--- config.mk ---
export PLATFORM = sky130hd
export DESIGN_NAME = dms_softswitch
export DESIGN_NICKNAME = d
export VERILOG_FILES = /design/src/design/dms_mem.v /design/src/design/dms_softswitch.v
export VERILOG_INCLUDE_DIRS = /design/src /design/src/design
export SDC_FILE = /design/constraint.sdc
export NUM_CORES = 1
export LEC_CHECK = 0
export ABC_AREA = 1
export BUFFER_PORTS_ARGS = -buffer_cell sky130_fd_sc_hd__buf_2
export CORE_MARGIN = 4
export CORE_UTILIZATION = 45
export CTS_CLUSTER_DIAMETER = 40
export CTS_CLUSTER_SIZE = 30
export DETAILED_ROUTE_END_ITERATION = 7
export SLEW_MARGIN = 20
export SYNTH_ARGS = -nofsm -noshare
export SYNTH_HDL_FRONTEND = slang
export SYNTH_SLANG_ARGS = --single-unit
--- constraint.sdc ---
create_clock -name core_clk -period 2.5 [get_ports core_clk]
set_input_delay 0.125 -clock core_clk [delete_from_list [all_inputs] [get_ports core_clk]]
set_output_delay 0.125 -clock core_clk [all_outputs]
set_load 0.05 [all_outputs]
--- src/design/dms_defs.vh ---
// Constants for the dial mode softswitch block
`ifndef DMS_DEFS_VH
`define DMS_DEFS_VH
`define DMS_CLK_KHZ        100000
`define DMS_DEBOUNCE_MS    32
`define DMS_PACIFIER_MS    75
`define DMS_DEBOUNCE_CYC   (`DMS_DEBOUNCE_MS * `DMS_CLK_KHZ)
`define DMS_PACIFIER_CYC   (`DMS_PACIFIER_MS * `DMS_CLK_KHZ)
`define DMS_MODE_PULSE     1'b0
`define DMS_MODE_TONE      1'b1
`define DMS_DEPTH          32
`define DMS_ADDR_W         5
`define DMS_ENTRY_W        5
`define DMS_SWITCH_CODE    5'h1F
`define DMS_CNT_W          24
`endif

--- src/design/dms_mem.v ---
// Redial buffer storage with registered read data
`include "dms_defs.vh"
`default_nettype none
module dms_mem #(
	parameter DEPTH  = `DMS_DEPTH,
	parameter ADDR_W = `DMS_ADDR_W,
	parameter DATA_W = `DMS_ENTRY_W
) (
	// Clock
	input  wire              core_clk,
	// Write side
	input  wire              wr_en,
	input  wire [ADDR_W-1:0] wr_addr,
	input  wire [DATA_W-1:0] wr_data,
	// Read side
	input  wire [ADDR_W-1:0] rd_addr,
	output reg  [DATA_W-1:0] rd_data
);
	reg [DATA_W-1:0] mem [0:DEPTH-1];

	// Write port and registered read port
	always @(posedge core_clk) begin
		if (wr_en) begin
			mem[wr_addr] <= wr_data;
		end
		rd_data <= mem[rd_addr];
	end
endmodule // dms_mem
`default_nettype wire

--- src/design/dms_softswitch.v ---
// Dial mode control with softswitch recording, mixed redial and pacifier tone
`include "dms_defs.vh"
`default_nettype none
// Function
// - Pulse-to-tone change while pulse dialing selects tone
// - Record softswitch entry in redial buffer
// - Mixed redial only when mode reads pulse
// - Later tone-to-pulse returns pulse, not recorded
// - Tone-start dialing: tone-to-pulse applies, unrecorded
// - Redial in tone sends all digits tone
// - Debounce 32ms, then pacifier tone 75ms on a change to tone
// - Pulse redial: pulse until softswitch, then tone
// - Hookswitch transition reinitializes, mode from input
module dms_softswitch #(
	parameter DEBOUNCE_CYC = `DMS_DEBOUNCE_CYC,
	parameter PACIFIER_CYC = `DMS_PACIFIER_CYC
) (
	// Clock and reset
	input  wire       core_clk,
	input  wire       sys_rst,
	// Pins from switches (asynchronous)
	input  wire       mode_select,
	input  wire       hookswitch_input,
	// Keypad digit strobe from the key scanner
	input  wire       digit_valid,
	input  wire [3:0] digit_code,
	input  wire       last_number_redial,
	// Line signalling path
	input  wire       signal_ready,
	output reg        digit_send,
	output reg  [3:0] digit_out,
	output reg        digit_tone,
	output reg        signal_mode,
	output reg        pacifier_tone,
	output reg        redial_busy
);
	localparam ST_IDLE = 2'b00;
	localparam ST_READ = 2'b01;
	localparam ST_WAIT = 2'b10;
	localparam ST_SEND = 2'b11;

	reg                   mode_s1, mode_s2, hook_s1, hook_s2, hook_q;
	reg                   mode_deb;
	reg [`DMS_CNT_W-1:0]  deb_cnt;
	reg [`DMS_CNT_W-1:0]  pac_cnt;
	reg                   pulse_start;
	reg                   dialed;      // An entry was stored since going off-hook
	reg [`DMS_ADDR_W-1:0] wr_ptr;
	reg [`DMS_ADDR_W:0]   len;
	reg [`DMS_ADDR_W:0]   rd_idx;
	reg [1:0]             state;
	reg                   replay_tone;
	reg                   mem_we;
	reg [`DMS_ENTRY_W-1:0] mem_wd;
	wire [`DMS_ENTRY_W-1:0] mem_rd;
	wire                  hook_edge;
	wire                  mode_change;
	wire                  to_tone;

	// Softswitch marker decode, used by recording and replay
	function is_switch;
		input [`DMS_ENTRY_W-1:0] e;
		begin
			is_switch = (e == `DMS_SWITCH_CODE);
		end
	endfunction

	assign hook_edge   = hook_s2 ^ hook_q;
	assign mode_change = (deb_cnt == DEBOUNCE_CYC[`DMS_CNT_W-1:0]) && (mode_s2 != mode_deb);
	assign to_tone     = mode_change && (mode_s2 == `DMS_MODE_TONE);

	////////////////////////////////////////////////////////////////////////////
	// Two-flop synchronisers for both pins
	always @(posedge core_clk) begin
		if (sys_rst) begin
			mode_s1 <= 1'b0;
			mode_s2 <= 1'b0;
			hook_s1 <= 1'b1;
			hook_s2 <= 1'b1;
			hook_q  <= 1'b1;
		end else begin
			mode_s1 <= mode_select;
			mode_s2 <= mode_s1;
			hook_s1 <= hookswitch_input;
			hook_s2 <= hook_s1;
			hook_q  <= hook_s2;
		end
	end

	////////////////////////////////////////////////////////////////////////////
	// Debounce the mode level and time the pacifier tone
	always @(posedge core_clk) begin
		if (sys_rst) begin
			mode_deb      <= `DMS_MODE_PULSE;
			deb_cnt       <= {`DMS_CNT_W{1'b0}};
			pac_cnt       <= {`DMS_CNT_W{1'b0}};
			pacifier_tone <= 1'b0;
		end else if (hook_edge) begin
			mode_deb      <= mode_s2;
			deb_cnt       <= {`DMS_CNT_W{1'b0}};
			pac_cnt       <= {`DMS_CNT_W{1'b0}};
			pacifier_tone <= 1'b0;
		end else begin
			if (mode_s2 == mode_deb) begin
				deb_cnt <= {`DMS_CNT_W{1'b0}};
			end else if (mode_change) begin
				mode_deb <= mode_s2;
				deb_cnt  <= {`DMS_CNT_W{1'b0}};
			end else begin
				deb_cnt <= deb_cnt + 1'b1;
			end
			if (to_tone && !hook_s2) begin
				pacifier_tone <= 1'b1;
				pac_cnt       <= PACIFIER_CYC[`DMS_CNT_W-1:0];
			end else if (pac_cnt != {`DMS_CNT_W{1'b0}}) begin
				pac_cnt <= pac_cnt - 1'b1;
				if (pac_cnt == {{(`DMS_CNT_W-1){1'b0}}, 1'b1}) begin
					pacifier_tone <= 1'b0;
				end
			end
		end
	end

	////////////////////////////////////////////////////////////////////////////
	// Redial buffer
	dms_mem #(
		.DEPTH  (`DMS_DEPTH),
		.ADDR_W (`DMS_ADDR_W),
		.DATA_W (`DMS_ENTRY_W)
	) u_mem (
		.core_clk (core_clk),
		.wr_en    (mem_we),
		.wr_addr  (wr_ptr),
		.wr_data  (mem_wd),
		.rd_addr  (rd_idx[`DMS_ADDR_W-1:0]),
		.rd_data  (mem_rd)
	);

	// Write request: digits when dialing, softswitch marker on pulse-to-tone
	always @* begin
		mem_we = 1'b0;
		mem_wd = {1'b0, digit_code};
		if (!hook_s2 && state == ST_IDLE) begin
			if (to_tone && pulse_start && signal_mode == `DMS_MODE_PULSE
					&& dialed) begin
				mem_we = 1'b1;
				mem_wd = `DMS_SWITCH_CODE;
			end else if (digit_valid) begin
				mem_we = 1'b1;
			end
		end
	end

	////////////////////////////////////////////////////////////////////////////
	// Mode control, recording and replay sequencer
	always @(posedge core_clk) begin
		if (sys_rst) begin
			state       <= ST_IDLE;
			wr_ptr      <= {`DMS_ADDR_W{1'b0}};
			len         <= {(`DMS_ADDR_W+1){1'b0}};
			rd_idx      <= {(`DMS_ADDR_W+1){1'b0}};
			signal_mode <= `DMS_MODE_PULSE;
			pulse_start <= 1'b1;
			dialed      <= 1'b0;
			replay_tone <= 1'b0;
			digit_send  <= 1'b0;
			digit_out   <= 4'h0;
			digit_tone  <= 1'b0;
			redial_busy <= 1'b0;
		end else if (hook_edge) begin
			state       <= ST_IDLE;
			signal_mode <= mode_s2;
			pulse_start <= (mode_s2 == `DMS_MODE_PULSE);
			digit_send  <= 1'b0;
			redial_busy <= 1'b0;
			if (!hook_s2) begin
				wr_ptr <= {`DMS_ADDR_W{1'b0}};
				rd_idx <= {(`DMS_ADDR_W+1){1'b0}};
				dialed <= 1'b0; // Old buffer stays for redial until a new entry lands
			end
		end else begin
			digit_send <= 1'b0;
			if (mode_change) begin
				signal_mode <= mode_s2;
			end
			case (state)
			ST_IDLE: begin
				if (mem_we) begin
					dialed <= 1'b1;
					// First entry of a call restarts the length; a wrap does not
					if (!dialed) begin
						len <= {{`DMS_ADDR_W{1'b0}}, 1'b1};
					end else if (len != `DMS_DEPTH) begin
						len <= len + 1'b1;
					end
					wr_ptr <= wr_ptr + 1'b1;
					if (!is_switch(mem_wd)) begin
						digit_send <= 1'b1;
						digit_out  <= digit_code;
						digit_tone <= signal_mode;
					end
				end else if (!hook_s2 && last_number_redial && len != 0) begin
					replay_tone <= (mode_s2 == `DMS_MODE_TONE);
					rd_idx      <= {(`DMS_ADDR_W+1){1'b0}};
					redial_busy <= 1'b1;
					state       <= ST_READ;
				end
			end
			ST_READ: begin
				state <= ST_WAIT;
			end
			ST_WAIT: begin
				if (is_switch(mem_rd)) begin
					replay_tone <= 1'b1;
					signal_mode <= `DMS_MODE_TONE;
					state       <= ST_SEND;
				end else if (signal_ready) begin
					digit_send <= 1'b1;
					digit_out  <= mem_rd[3:0];
					digit_tone <= replay_tone;
					state      <= ST_SEND;
				end
			end
			ST_SEND: begin
				if (rd_idx + 1'b1 >= len) begin
					redial_busy <= 1'b0;
					state       <= ST_IDLE;
				end else begin
					rd_idx <= rd_idx + 1'b1;
					state  <= ST_READ;
				end
			end
			default: begin
				state <= ST_IDLE;
			end
			endcase
		end
	end
endmodule // dms_softswitch
`default_nettype wire

==> impl_summary.md, run 1 <==
Timing
Setup violations remaining at the end of the flow were counted as 0. The final max-slew violation count was 0. The worst hold slack after final layout is 0.0765 ns.

The hold violation total from the final report is 0. The clock period minus final worst setup slack is 2.31 ns. The post-layout worst setup margin is 0.189 ns. The final worst clock skew is 0.0216 ns. In the finished design, the share of the clock period the worst path needs comes to 92.4%. The transition at the pin with the smallest max-transition slack is 0.729 ns. The worst slew margin relative to its limit is 51.4%. Derived from the worst setup path, the maximum achievable clock frequency is 0.433 GHz.

Pwr
VDD sags by at most 0.000766 V. Sequential cells burn 30.6% of the power. In this run, the combinational gates consume 34.4% of the power. Overall power consumption after layout is estimated at 16.3 mW.

Dividing total power by cell area gives a power density of 1190 nW/um^2. The switching share of power is 36.1%. The net switching power of the design is 5.90 mW. Internal power comes to 10.4 mW. Summed over all cells, the static leakage comes to 5.25 nW. In this run, the clock network consumes 35.0% of the power.

Final layout
The number of nets at the end of the flow is 1357. The layout cell share with drive strength beyond 1 is 14.8%. 0 antenna diodes ended up in the layout.

The area of all placed cells without fillers is 13700 sq um. Cells fill 54.7% of the core in the end. The area added between synthesis and finish is 20.2%.

Clock tree
The root cell of the clock tree is clkbuf_16. The clock reaches the later pin of the worst-skew pair after 0.53 ns. CTS saw 250 sinks. The buffers inserted during post-CTS setup optimization is 0. The number of buffers inserted during clock tree synthesis is 38. The H-tree level count is 2. The clock slew at the register clock pins of the worst setup and hold paths is 0.05 ns. The longest clock path from root to sink contains 3 buffers. TritonCTS built the clock tree.

Setup path
In this run the worst path has a maximum fanout of 8. The worst setup path is captured at a flip-flop. STA puts the critical path data arrival time at 2.49 ns. The setup check on the worst reg-to-reg path leaves a slack of 0.19 ns. The largest individual stage delay along the critical path comes from the cell nor2_1. The setup path with the least slack is of type flip-flop to flip-flop. On the worst path, the slowest cell contributes a delay of 0.39 ns. The critical path goes through inv_1, ha_1, nand2_1, nor3_2, nand4_4, buf_4, nand2_4, nand2_2, nor2_1. STA classifies the critical path startpoint as a flip-flop. The depth of the worst register-to-register path is 9. The data required time at the worst endpoint is 2.67 ns.

Routing
The final layout contains routed wiring with a total length of 28200 um. The detailed router placed 8775 vias in this run. The residual antenna-violating net count after detailed routing is 0. The average via count per standard cell is 5.21. The first-pass iteration count of the detailed router is 5.

For this run, design rule violations remaining after detail routing come to 0. In the final routed layout, each cell accounts on average for 16.7 um. The iteration-0 DRC count of the detailed router is 769.

Die
The die is 167 um wide. Once the floorplan was initialized, standard cells occupied 45.5% of the core. In this run the standard cell core region covers 25100 sq um. The chip height is 167 um. In this run the count of I/O pins placed on the die edge is 20.

The standard-cell row count is 58. The area of the die is 28000 sq um.

Synth
In the synthesized netlist the dominant register cell turns out to be edfxtp_1. The share of flip-flops with an asynchronous set or reset after synthesis is 0%. The total of warnings raised by yosys is 0. The library cell with the highest instance count after synthesis is nor2_1. After synthesis, the most frequently instantiated cells are nor2_1 (240), nand2_1 (186), edfxtp_1 (160), o21ai_0 (111), inv_1 (96). The number of synthesized flops with an enable pin is 160.

After synthesis the netlist holds a flip-flop and latch count of 250. Synthesis handed over a netlist of 1244 instances. The fraction of post-synthesis cell area in the top cell type by area is 42.0%. The synthesized area per cell is 9.19 sq um.

The share of the yosys chip area belonging to registers is 57.8%. When the netlist entered floorplanning its net count stood at 1276. The leading area contributor after synthesis is edfxtp_1. The mapped cell area is 11400 sq um. By area the synthesized netlist is led by edfxtp_1 (42%), dfxtp_1 (16%), nor2_1 (7.9%), nand2_1 (6.1%), o21ai_0 (4.9%). Synthesis instantiated 42 different standard cells from the library.

Outcome
The flow ran to the end, and the final reports show no timing, DRC or antenna violations.

GRT
Global routing used 20.1% of the available tracks. The initial antenna violation count is 0. The via count of the first global-routing pass is 8548. The first global-routing pass estimated 45400 um of wire.

The total overflow left after global routing is 0. The pin count of the biggest net entering global routing is 61.

Placed design
The congestion estimate from routability-driven global placement came to 0.891. The cell area after placement is 12200 sq um. The quantity of I/O buffers inserted on ports is 19. Timing analysis after detailed placement gives a worst setup slack of 0.141 ns.

The HPWL after detailed placement is 18500 um.

Hold path
Along the worst hold path, the cell count comes to 6. The min-delay analysis places its worst path in the category input port to flip-flop.

Run
The max-capacitance violation count is 0.
## per-layer routing
metal,global-route usage (%),vias up,share of wire [%]
met5,0,-,0
met4,5.22,0,1.7
met2,32.5,226,46
met3,3.80,41,5.6
met1,28.0,4099,46
li1,-,4409,-
## path summary, 6_finish.rpt
path                                              endpoint                   from
worst max-delay path            u_mem.mem[27][3]$_DFFE_PP_  state[0]$_SDFFE_PP0P_
worst min-delay path                   len[2]$_SDFFE_PP0P_            digit_valid
worst max register to register  u_mem.mem[27][3]$_DFFE_PP_  state[0]$_SDFFE_PP0P_
worst min register to register          mode_s2$_SDFF_PP0_     mode_s1$_SDFF_PP0_
## cells in the final DEF, fill, tap and decap left out, types with 3 or more instances in the layout
| cell | n |
|---|---|
| dfxtp_1 | 88 |
| clkinv_4 | 4 |
| or2_2 | 17 |
| edfxtp_1 | 160 |
| nand3b_1 | 3 |
| ha_1 | 21 |
| inv_2 | 5 |
| dlygate4sd3_1 | 10 |
| xnor2_1 | 8 |
| bufinv_16 | 7 |
| clkinv_2 | 3 |
| nand3_2 | 9 |
| mux2i_1 | 4 |
| nand4_1 | 24 |
| o22ai_1 | 50 |
| buf_12 | 3 |
| nor3_2 | 4 |
| nand3_1 | 47 |
| clkbuf_16 | 39 |
| inv_6 | 4 |
| o21ai_0 | 111 |
| nand2_2 | 4 |
| nand2_1 | 186 |
| buf_2 | 19 |
| nor2_1 | 239 |
| a21oi_1 | 58 |
| inv_1 | 96 |
| buf_4 | 54 |
| nor3_1 | 13 |
| clkinvlp_4 | 4 |
| xor2_1 | 17 |
| clkbuf_8 | 3 |
| nor2_2 | 7 |
## final cells by class
class	instances	area, sq um
fill	2291	11400
sequential	250	6610
multi-input combinational	845	4260
clock buffer	44	1020
timing repair buffer	88	683
tap	330	413
inverter	102	383
clock inverter	25	373
## power groups by stage
| stage | Combinational [mW] | Clock, mW | Sequential, mW |
|---|---|---|---|
| final | 5.63 | 5.72 | 5.00 |
| after CTS | 5.58 | 5.81 | 4.99 |
| after global routing | 6.33 | 6.02 | 5.04 |
| after global placement | 5.51 | 0 | 5.06 |
| after detailed placement | 5.53 | 0 | 5.07 |
| after floorplan | 3.97 | 0 | 5.10 |
## kinds of logic after synthesis
logic type / count (synthesis) / synth area share [%]
simple gates: 565 / 21.7
flops: 250 / 57.8
compound gates: 229 / 10.7
buf+inv: 149 / 5.19
xor+xnor: 26 / 1.99
fa+ha+maj: 21 / 2.30
mux: 4 / 0.350
## timing repair
| action | in CTS | in global routing |
|---|---|---|
| gates resized for setup | 0 | 8 |
| endpoints found under the setup margin | 0 | 8 |
| hold endpoints to repair | 17 | 0 |
| hold buffers | 10 | 0 |
## sequential cells by signal, indices dropped and copies added, names as in the netlist, 4 cells and up
register	count
u_mem.mem	160
deb_cnt	24
pac_cnt	24
len	6
rd_idx	6
u_mem.rd_data	5
wr_ptr	5
digit_out	4
## critical path: cells and delay by family, from the launching register on
kind | cells | cell delay [ns]
flip-flops | 1 | 0.34
adder cells (fa/ha/maj) | 1 | 0.21
AND/OR/NAND/NOR | 6 | 1.12
buffers and inverters | 2 | 0.30
## metrics by stage
step,setup TNS (ns),cells
2_1_floorplan,0,1244
3_3_place_gp,0,1605
3_5_place_dp,0,1605
4_1_cts,0,1684
5_1_grt,-0.0203,1684
6_report,0,1684
Power figures use the tool's default switching activity.
==> run 2, diff against run 1 <==
--- a/config.mk
+++ b/config.mk
@@ -6,7 +6,7 @@
 export SDC_FILE = /design/constraint.sdc
 export NUM_CORES = 1
 export LEC_CHECK = 0
-export ABC_AREA = 1
+export ABC_AREA = 0
 export BUFFER_PORTS_ARGS = -buffer_cell sky130_fd_sc_hd__buf_2
 export CORE_MARGIN = 4
 export CORE_UTILIZATION = 45
==> impl_summary.md, run 2 <==
Outcome
Outcome: completed (unchanged).

Setup path
The start-to-end type of the worst setup path is flip-flop to flip-flop (unchanged). The type of destination of the critical path is a flip-flop (unchanged). The buffer and inverter count on the worst path is 0 (was 2). Chain of cells forming the critical path: ha_4, nand3_1, xnor2_2, ha_4, a21oi_4, nor2b_2, a21o_1, a21boi_0, o31a_1, mux2_4 (was inv_1, ha_1, nand2_1, nor3_2, nand4_4, buf_4, nand2_4, nand2_2, nor2_1). The largest stage delay on the critical path is 0.37 ns (was 0.39 ns). The signal arrival time at the worst endpoint was 2.79 ns (was 2.49 ns). The cell with the most instances on the worst path is ha_4. The slowest cell on the critical path was dfxtp_4 (was nor2_1). The kind of cell adding the most delay to the critical path is compound AO/OA/AOI/OAI gates (was simple AND/OR/NAND/NOR gates). The sort of element at the start of the critical path is a flip-flop (unchanged).

The data required time at the worst endpoint is 2.88 ns (was 2.67 ns). The top fanout value on the critical path came to 5 (was 8).

Routing
The iteration-0 DRC count of the detailed router came to 493 (was 769). The post-detailed-route wirelength per cell is 19.3 um (was 16.7 um). The topmost layer with routed signal wires is met4 (unchanged). The first-pass iteration count of the detailed router came to 5 (unchanged).

The average via count per standard cell is 5.44 (was 5.21). The wire length on met3 is 1300 um (was 1580 um). The detailed-routed wire length on met2 is 11800 um (was 13100 um). The sum of routed wire segments on met1 came to 10300 um (was 13000 um).

The number of design rule violations left after detail routing is 0 (unchanged). The total number of vias was 6783 (was 8775). The residual antenna-violating net count after detailed routing was 0 (unchanged).

The routed wire length is 24000 um (was 28200 um).

Placed design
The cell count after placement is 1180 (was 1605). The half-perimeter wire length after detailed placement is 16500 um (was 18500 um). The pre-CTS worst setup slack came to -0.0215 ns (was 0.141 ns). The quantity of I/O buffers inserted on ports came to 19 (unchanged). The cell area after placement was 11900 sq um (was 12200 sq um). The final estimated routing congestion in global placement is 0.873 (was 0.891).

Clock tree
The clock slew at the register clock pins of the worst setup and hold paths is 0.06 ns (was 0.05 ns). The root cell of the clock tree is clkbuf_16 (unchanged). The CTS tree is done (unchanged). The CTS sink count was 250 (unchanged). The H-tree level count is 2 (unchanged). The number of buffers inserted during clock tree synthesis is 35 (was 38). The buffer depth of the longest clock path came to 3 (unchanged). The clock latency of the later-clocked register in the worst-skew pair is 0.51 ns (was 0.53 ns).

Die
The standard-cell row count is 56 (was 58). The core area is 23500 sq um (was 25100 sq um). The initial cell density of the core is 45.7% (was 45.5%). The area of the die is 26400 sq um (was 28000 sq um). The I/O pin count is 20 (unchanged).

The chip height is 162 um (was 167 um). The horizontal die dimension came to 162 um (was 167 um).

Final layout
The layout cell share with drive strength beyond 1 is 29.3% (was 14.8%). The number of nets at the end of the flow is 935 (was 1357). The area added between synthesis and finish was 24.1% (was 20.2%). The number of antenna diodes is 0 (unchanged). The number of inserted filler cells in the final layout is 1885 (was 2291). The most common cell after layout, fill and taps aside was edfxtp_1 (was nor2_1).

The final design utilization is 56.8% (was 54.7%). The count of placed standard cells in the final layout, fillers left out came to 1247 (was 1684). Leading cell types in the layout, fill and taps excluded: edfxtp_1 (160), nor2_1 (103), dfxtp_1 (86), buf_4 (79), mux4_2 (50) (was nor2_1 (239), nand2_1 (186), edfxtp_1 (160), o21ai_0 (111), inv_1 (96)). Registers with the most flip-flops: u_mem.mem: 160 flops, deb_cnt: 24 flops, pac_cnt: 24 flops (unchanged). The largest register by flop count is u_mem.mem (unchanged). The flip-flop count of the largest register, all copies and words added came to 160 (unchanged). The area of all placed cells without fillers is 13300 sq um (was 13700 sq um).

Timing
The final number of setup-violating endpoints is 0 (unchanged). The final worst clock skew came to 0.0255 ns (was 0.0216 ns). The clock period minus final worst setup slack is 2.41 ns (was 2.31 ns). The share of the clock period used by the worst path is 96.5% (was 92.4%). The transition at the pin with the smallest max-transition slack is 0.602 ns (was 0.729 ns). The hold violation total from the final report was 0 (unchanged). The peak clock frequency supported by timing is 0.415 GHz (was 0.433 GHz). The total negative setup slack came to 0 ns (unchanged). The worst slew margin relative to its limit was 59.5% (was 51.4%). The final max-slew violation count is 0 (unchanged).

The worst hold slack after final layout is 0.00155 ns (was 0.0765 ns). The post-layout worst setup margin is 0.0882 ns (was 0.189 ns).

Synth
The synthesized netlist cell count is 787 (was 1244). The synthesized area per cell was 13.6 sq um (was 9.19 sq um). The post-synthesis net count is 819 (was 1276). The share of the yosys chip area belonging to registers is 61.5% (was 57.8%). The register bit total from synthesis is 250 (unchanged). The share of flip-flops with an asynchronous set or reset after synthesis is 0% (unchanged). The number of distinct library cell variants in the gate-level netlist after synthesis is 65 (was 42). The library cell with the highest instance count after synthesis is edfxtp_1 (was nor2_1). Largest cells by area after synthesis: edfxtp_1 (45%), dfxtp_1 (17%), mux4_2 (10%), nor2_1 (3.7%), ha_1 (2.4%) (was edfxtp_1 (42%), dfxtp_1 (16%), nor2_1 (7.9%), nand2_1 (6.1%), o21ai_0 (4.9%)).

The fraction of post-synthesis cell area in the top cell type by area is 44.8% (was 42.0%). The mapped cell area is 10700 sq um (was 11400 sq um). The flip-flop cell with the highest count after synthesis is edfxtp_1 (unchanged). Most common library cells after synthesis: edfxtp_1 (160), nor2_1 (107), dfxtp_1 (90), mux4_2 (50), nand2_1 (37) (was nor2_1 (240), nand2_1 (186), edfxtp_1 (160), o21ai_0 (111), inv_1 (96)).

The leading area contributor after synthesis was edfxtp_1 (unchanged). The number of synthesized flops with an enable pin came to 160 (unchanged). The total of warnings raised by yosys is 0 (unchanged).

Pwr
The leakage power of the design is 4.66 nW (was 5.25 nW). The final total power is 9.70 mW (was 16.3 mW). The combinational share of power is 2.2% (was 34.4%). The clock network power share came to 52.5% (was 35.0%). The switching share of power is 20.9% (was 36.1%). The net switching power of the design is 2.03 mW (was 5.90 mW). The sequential cell fraction of total power is 45.3% (was 30.6%).

The total internal power was 7.67 mW (was 10.4 mW). The power per standard cell area is 728 nW/um^2 (was 1190 nW/um^2). The peak supply drop came to 0.000360 V (was 0.000766 V).

GRT
The global-route wire length before repair was 38400 um (was 45400 um). The global routing usage summed across all routing layers is 18.7% (was 20.1%). The via count of the first global-routing pass is 7063 (was 8548). The initial antenna violation count is 0 (unchanged). The global-route congestion overflow total is 0 (unchanged). The pin count of the biggest net entering global routing is 34 (was 61).

Hold path
The type of the most critical hold path is input port to flip-flop (unchanged).

Run
The max-capacitance violation count was 0 (unchanged).
[run 2: power by group through the flow]
stage,registers [mW],logic [mW],clock network (mW)
after floorplan,4.50,0.0947,0
after global placement,4.49,0.204,0
after detailed placement,4.49,0.207,0
after CTS,4.40,0.212,5.19
after global routing,4.40,0.229,5.39
final,4.40,0.211,5.09
[run 2: worst reg2reg max path: cells and delay by family (launching register included)]
kind                       cells  cell delay, ns
and+or+nand+nor                2            0.19
adders and majority gates      2            0.40
DFF                            1            0.37
xor gates and xnor gates       1            0.24
muxes                          1            0.28
AOI/OAI and AO/OA              4            0.81
[run 2: cell type report]
class                   count  area (sq um)  share of cell area (%)
inverters                  22          86.3                   0.648
multi-input cells         482          4060                    30.5
well taps                 319           399                    3.00
flip-flops and latches    250          6620                    49.7
clock inverters            20           283                    2.12
repair buffers            112           928                    6.97
clock buffers              42           955                    7.16
[run 2: logic make-up (layout without fill, tap and decap cells)]
family	after synthesis	after routing	share of synthesized area (%)
compound gates	71	71	4.41
xor+xnor	48	48	3.92
fa+ha+maj	21	21	2.45
buf+inv	55	196	2.06
flops	250	250	61.5
mux	70	70	12.5
simple gates	272	272	13.1
[run 2: final timing paths]
kind / from / to / slack (ns) / cells after the start
setup / recovery: rd_idx[1]$_SDFFE_PP0P_ / rd_idx[0]$_SDFFE_PP0P_ / 0.09 / 10
hold / removal: signal_ready / digit_send$_SDFF_PP0_ / 0.002 / 3
setup reg to reg: rd_idx[1]$_SDFFE_PP0P_ / rd_idx[0]$_SDFFE_PP0P_ / 0.09 / 10
hold reg to reg: hook_s1$_SDFF_PP1_ / hook_s2$_SDFF_PP1_ / 0.42 / 1
[run 2: what timing repair did]
item,CTS,global route
gates resized for setup,3,27
hold buffers,3,0
pin swaps,0,8
setup endpoints to repair,5,175
setup buffers,0,2
hold endpoints to repair,7,0
[run 2: routing by layer]
metal / GRT usage [%] / vias up
met1: 24.3 / 3390
met4: 6.46 / 0
li1: - / 3187
met2: 31.5 / 158
met5: 0 / -
met3: 3.62 / 48
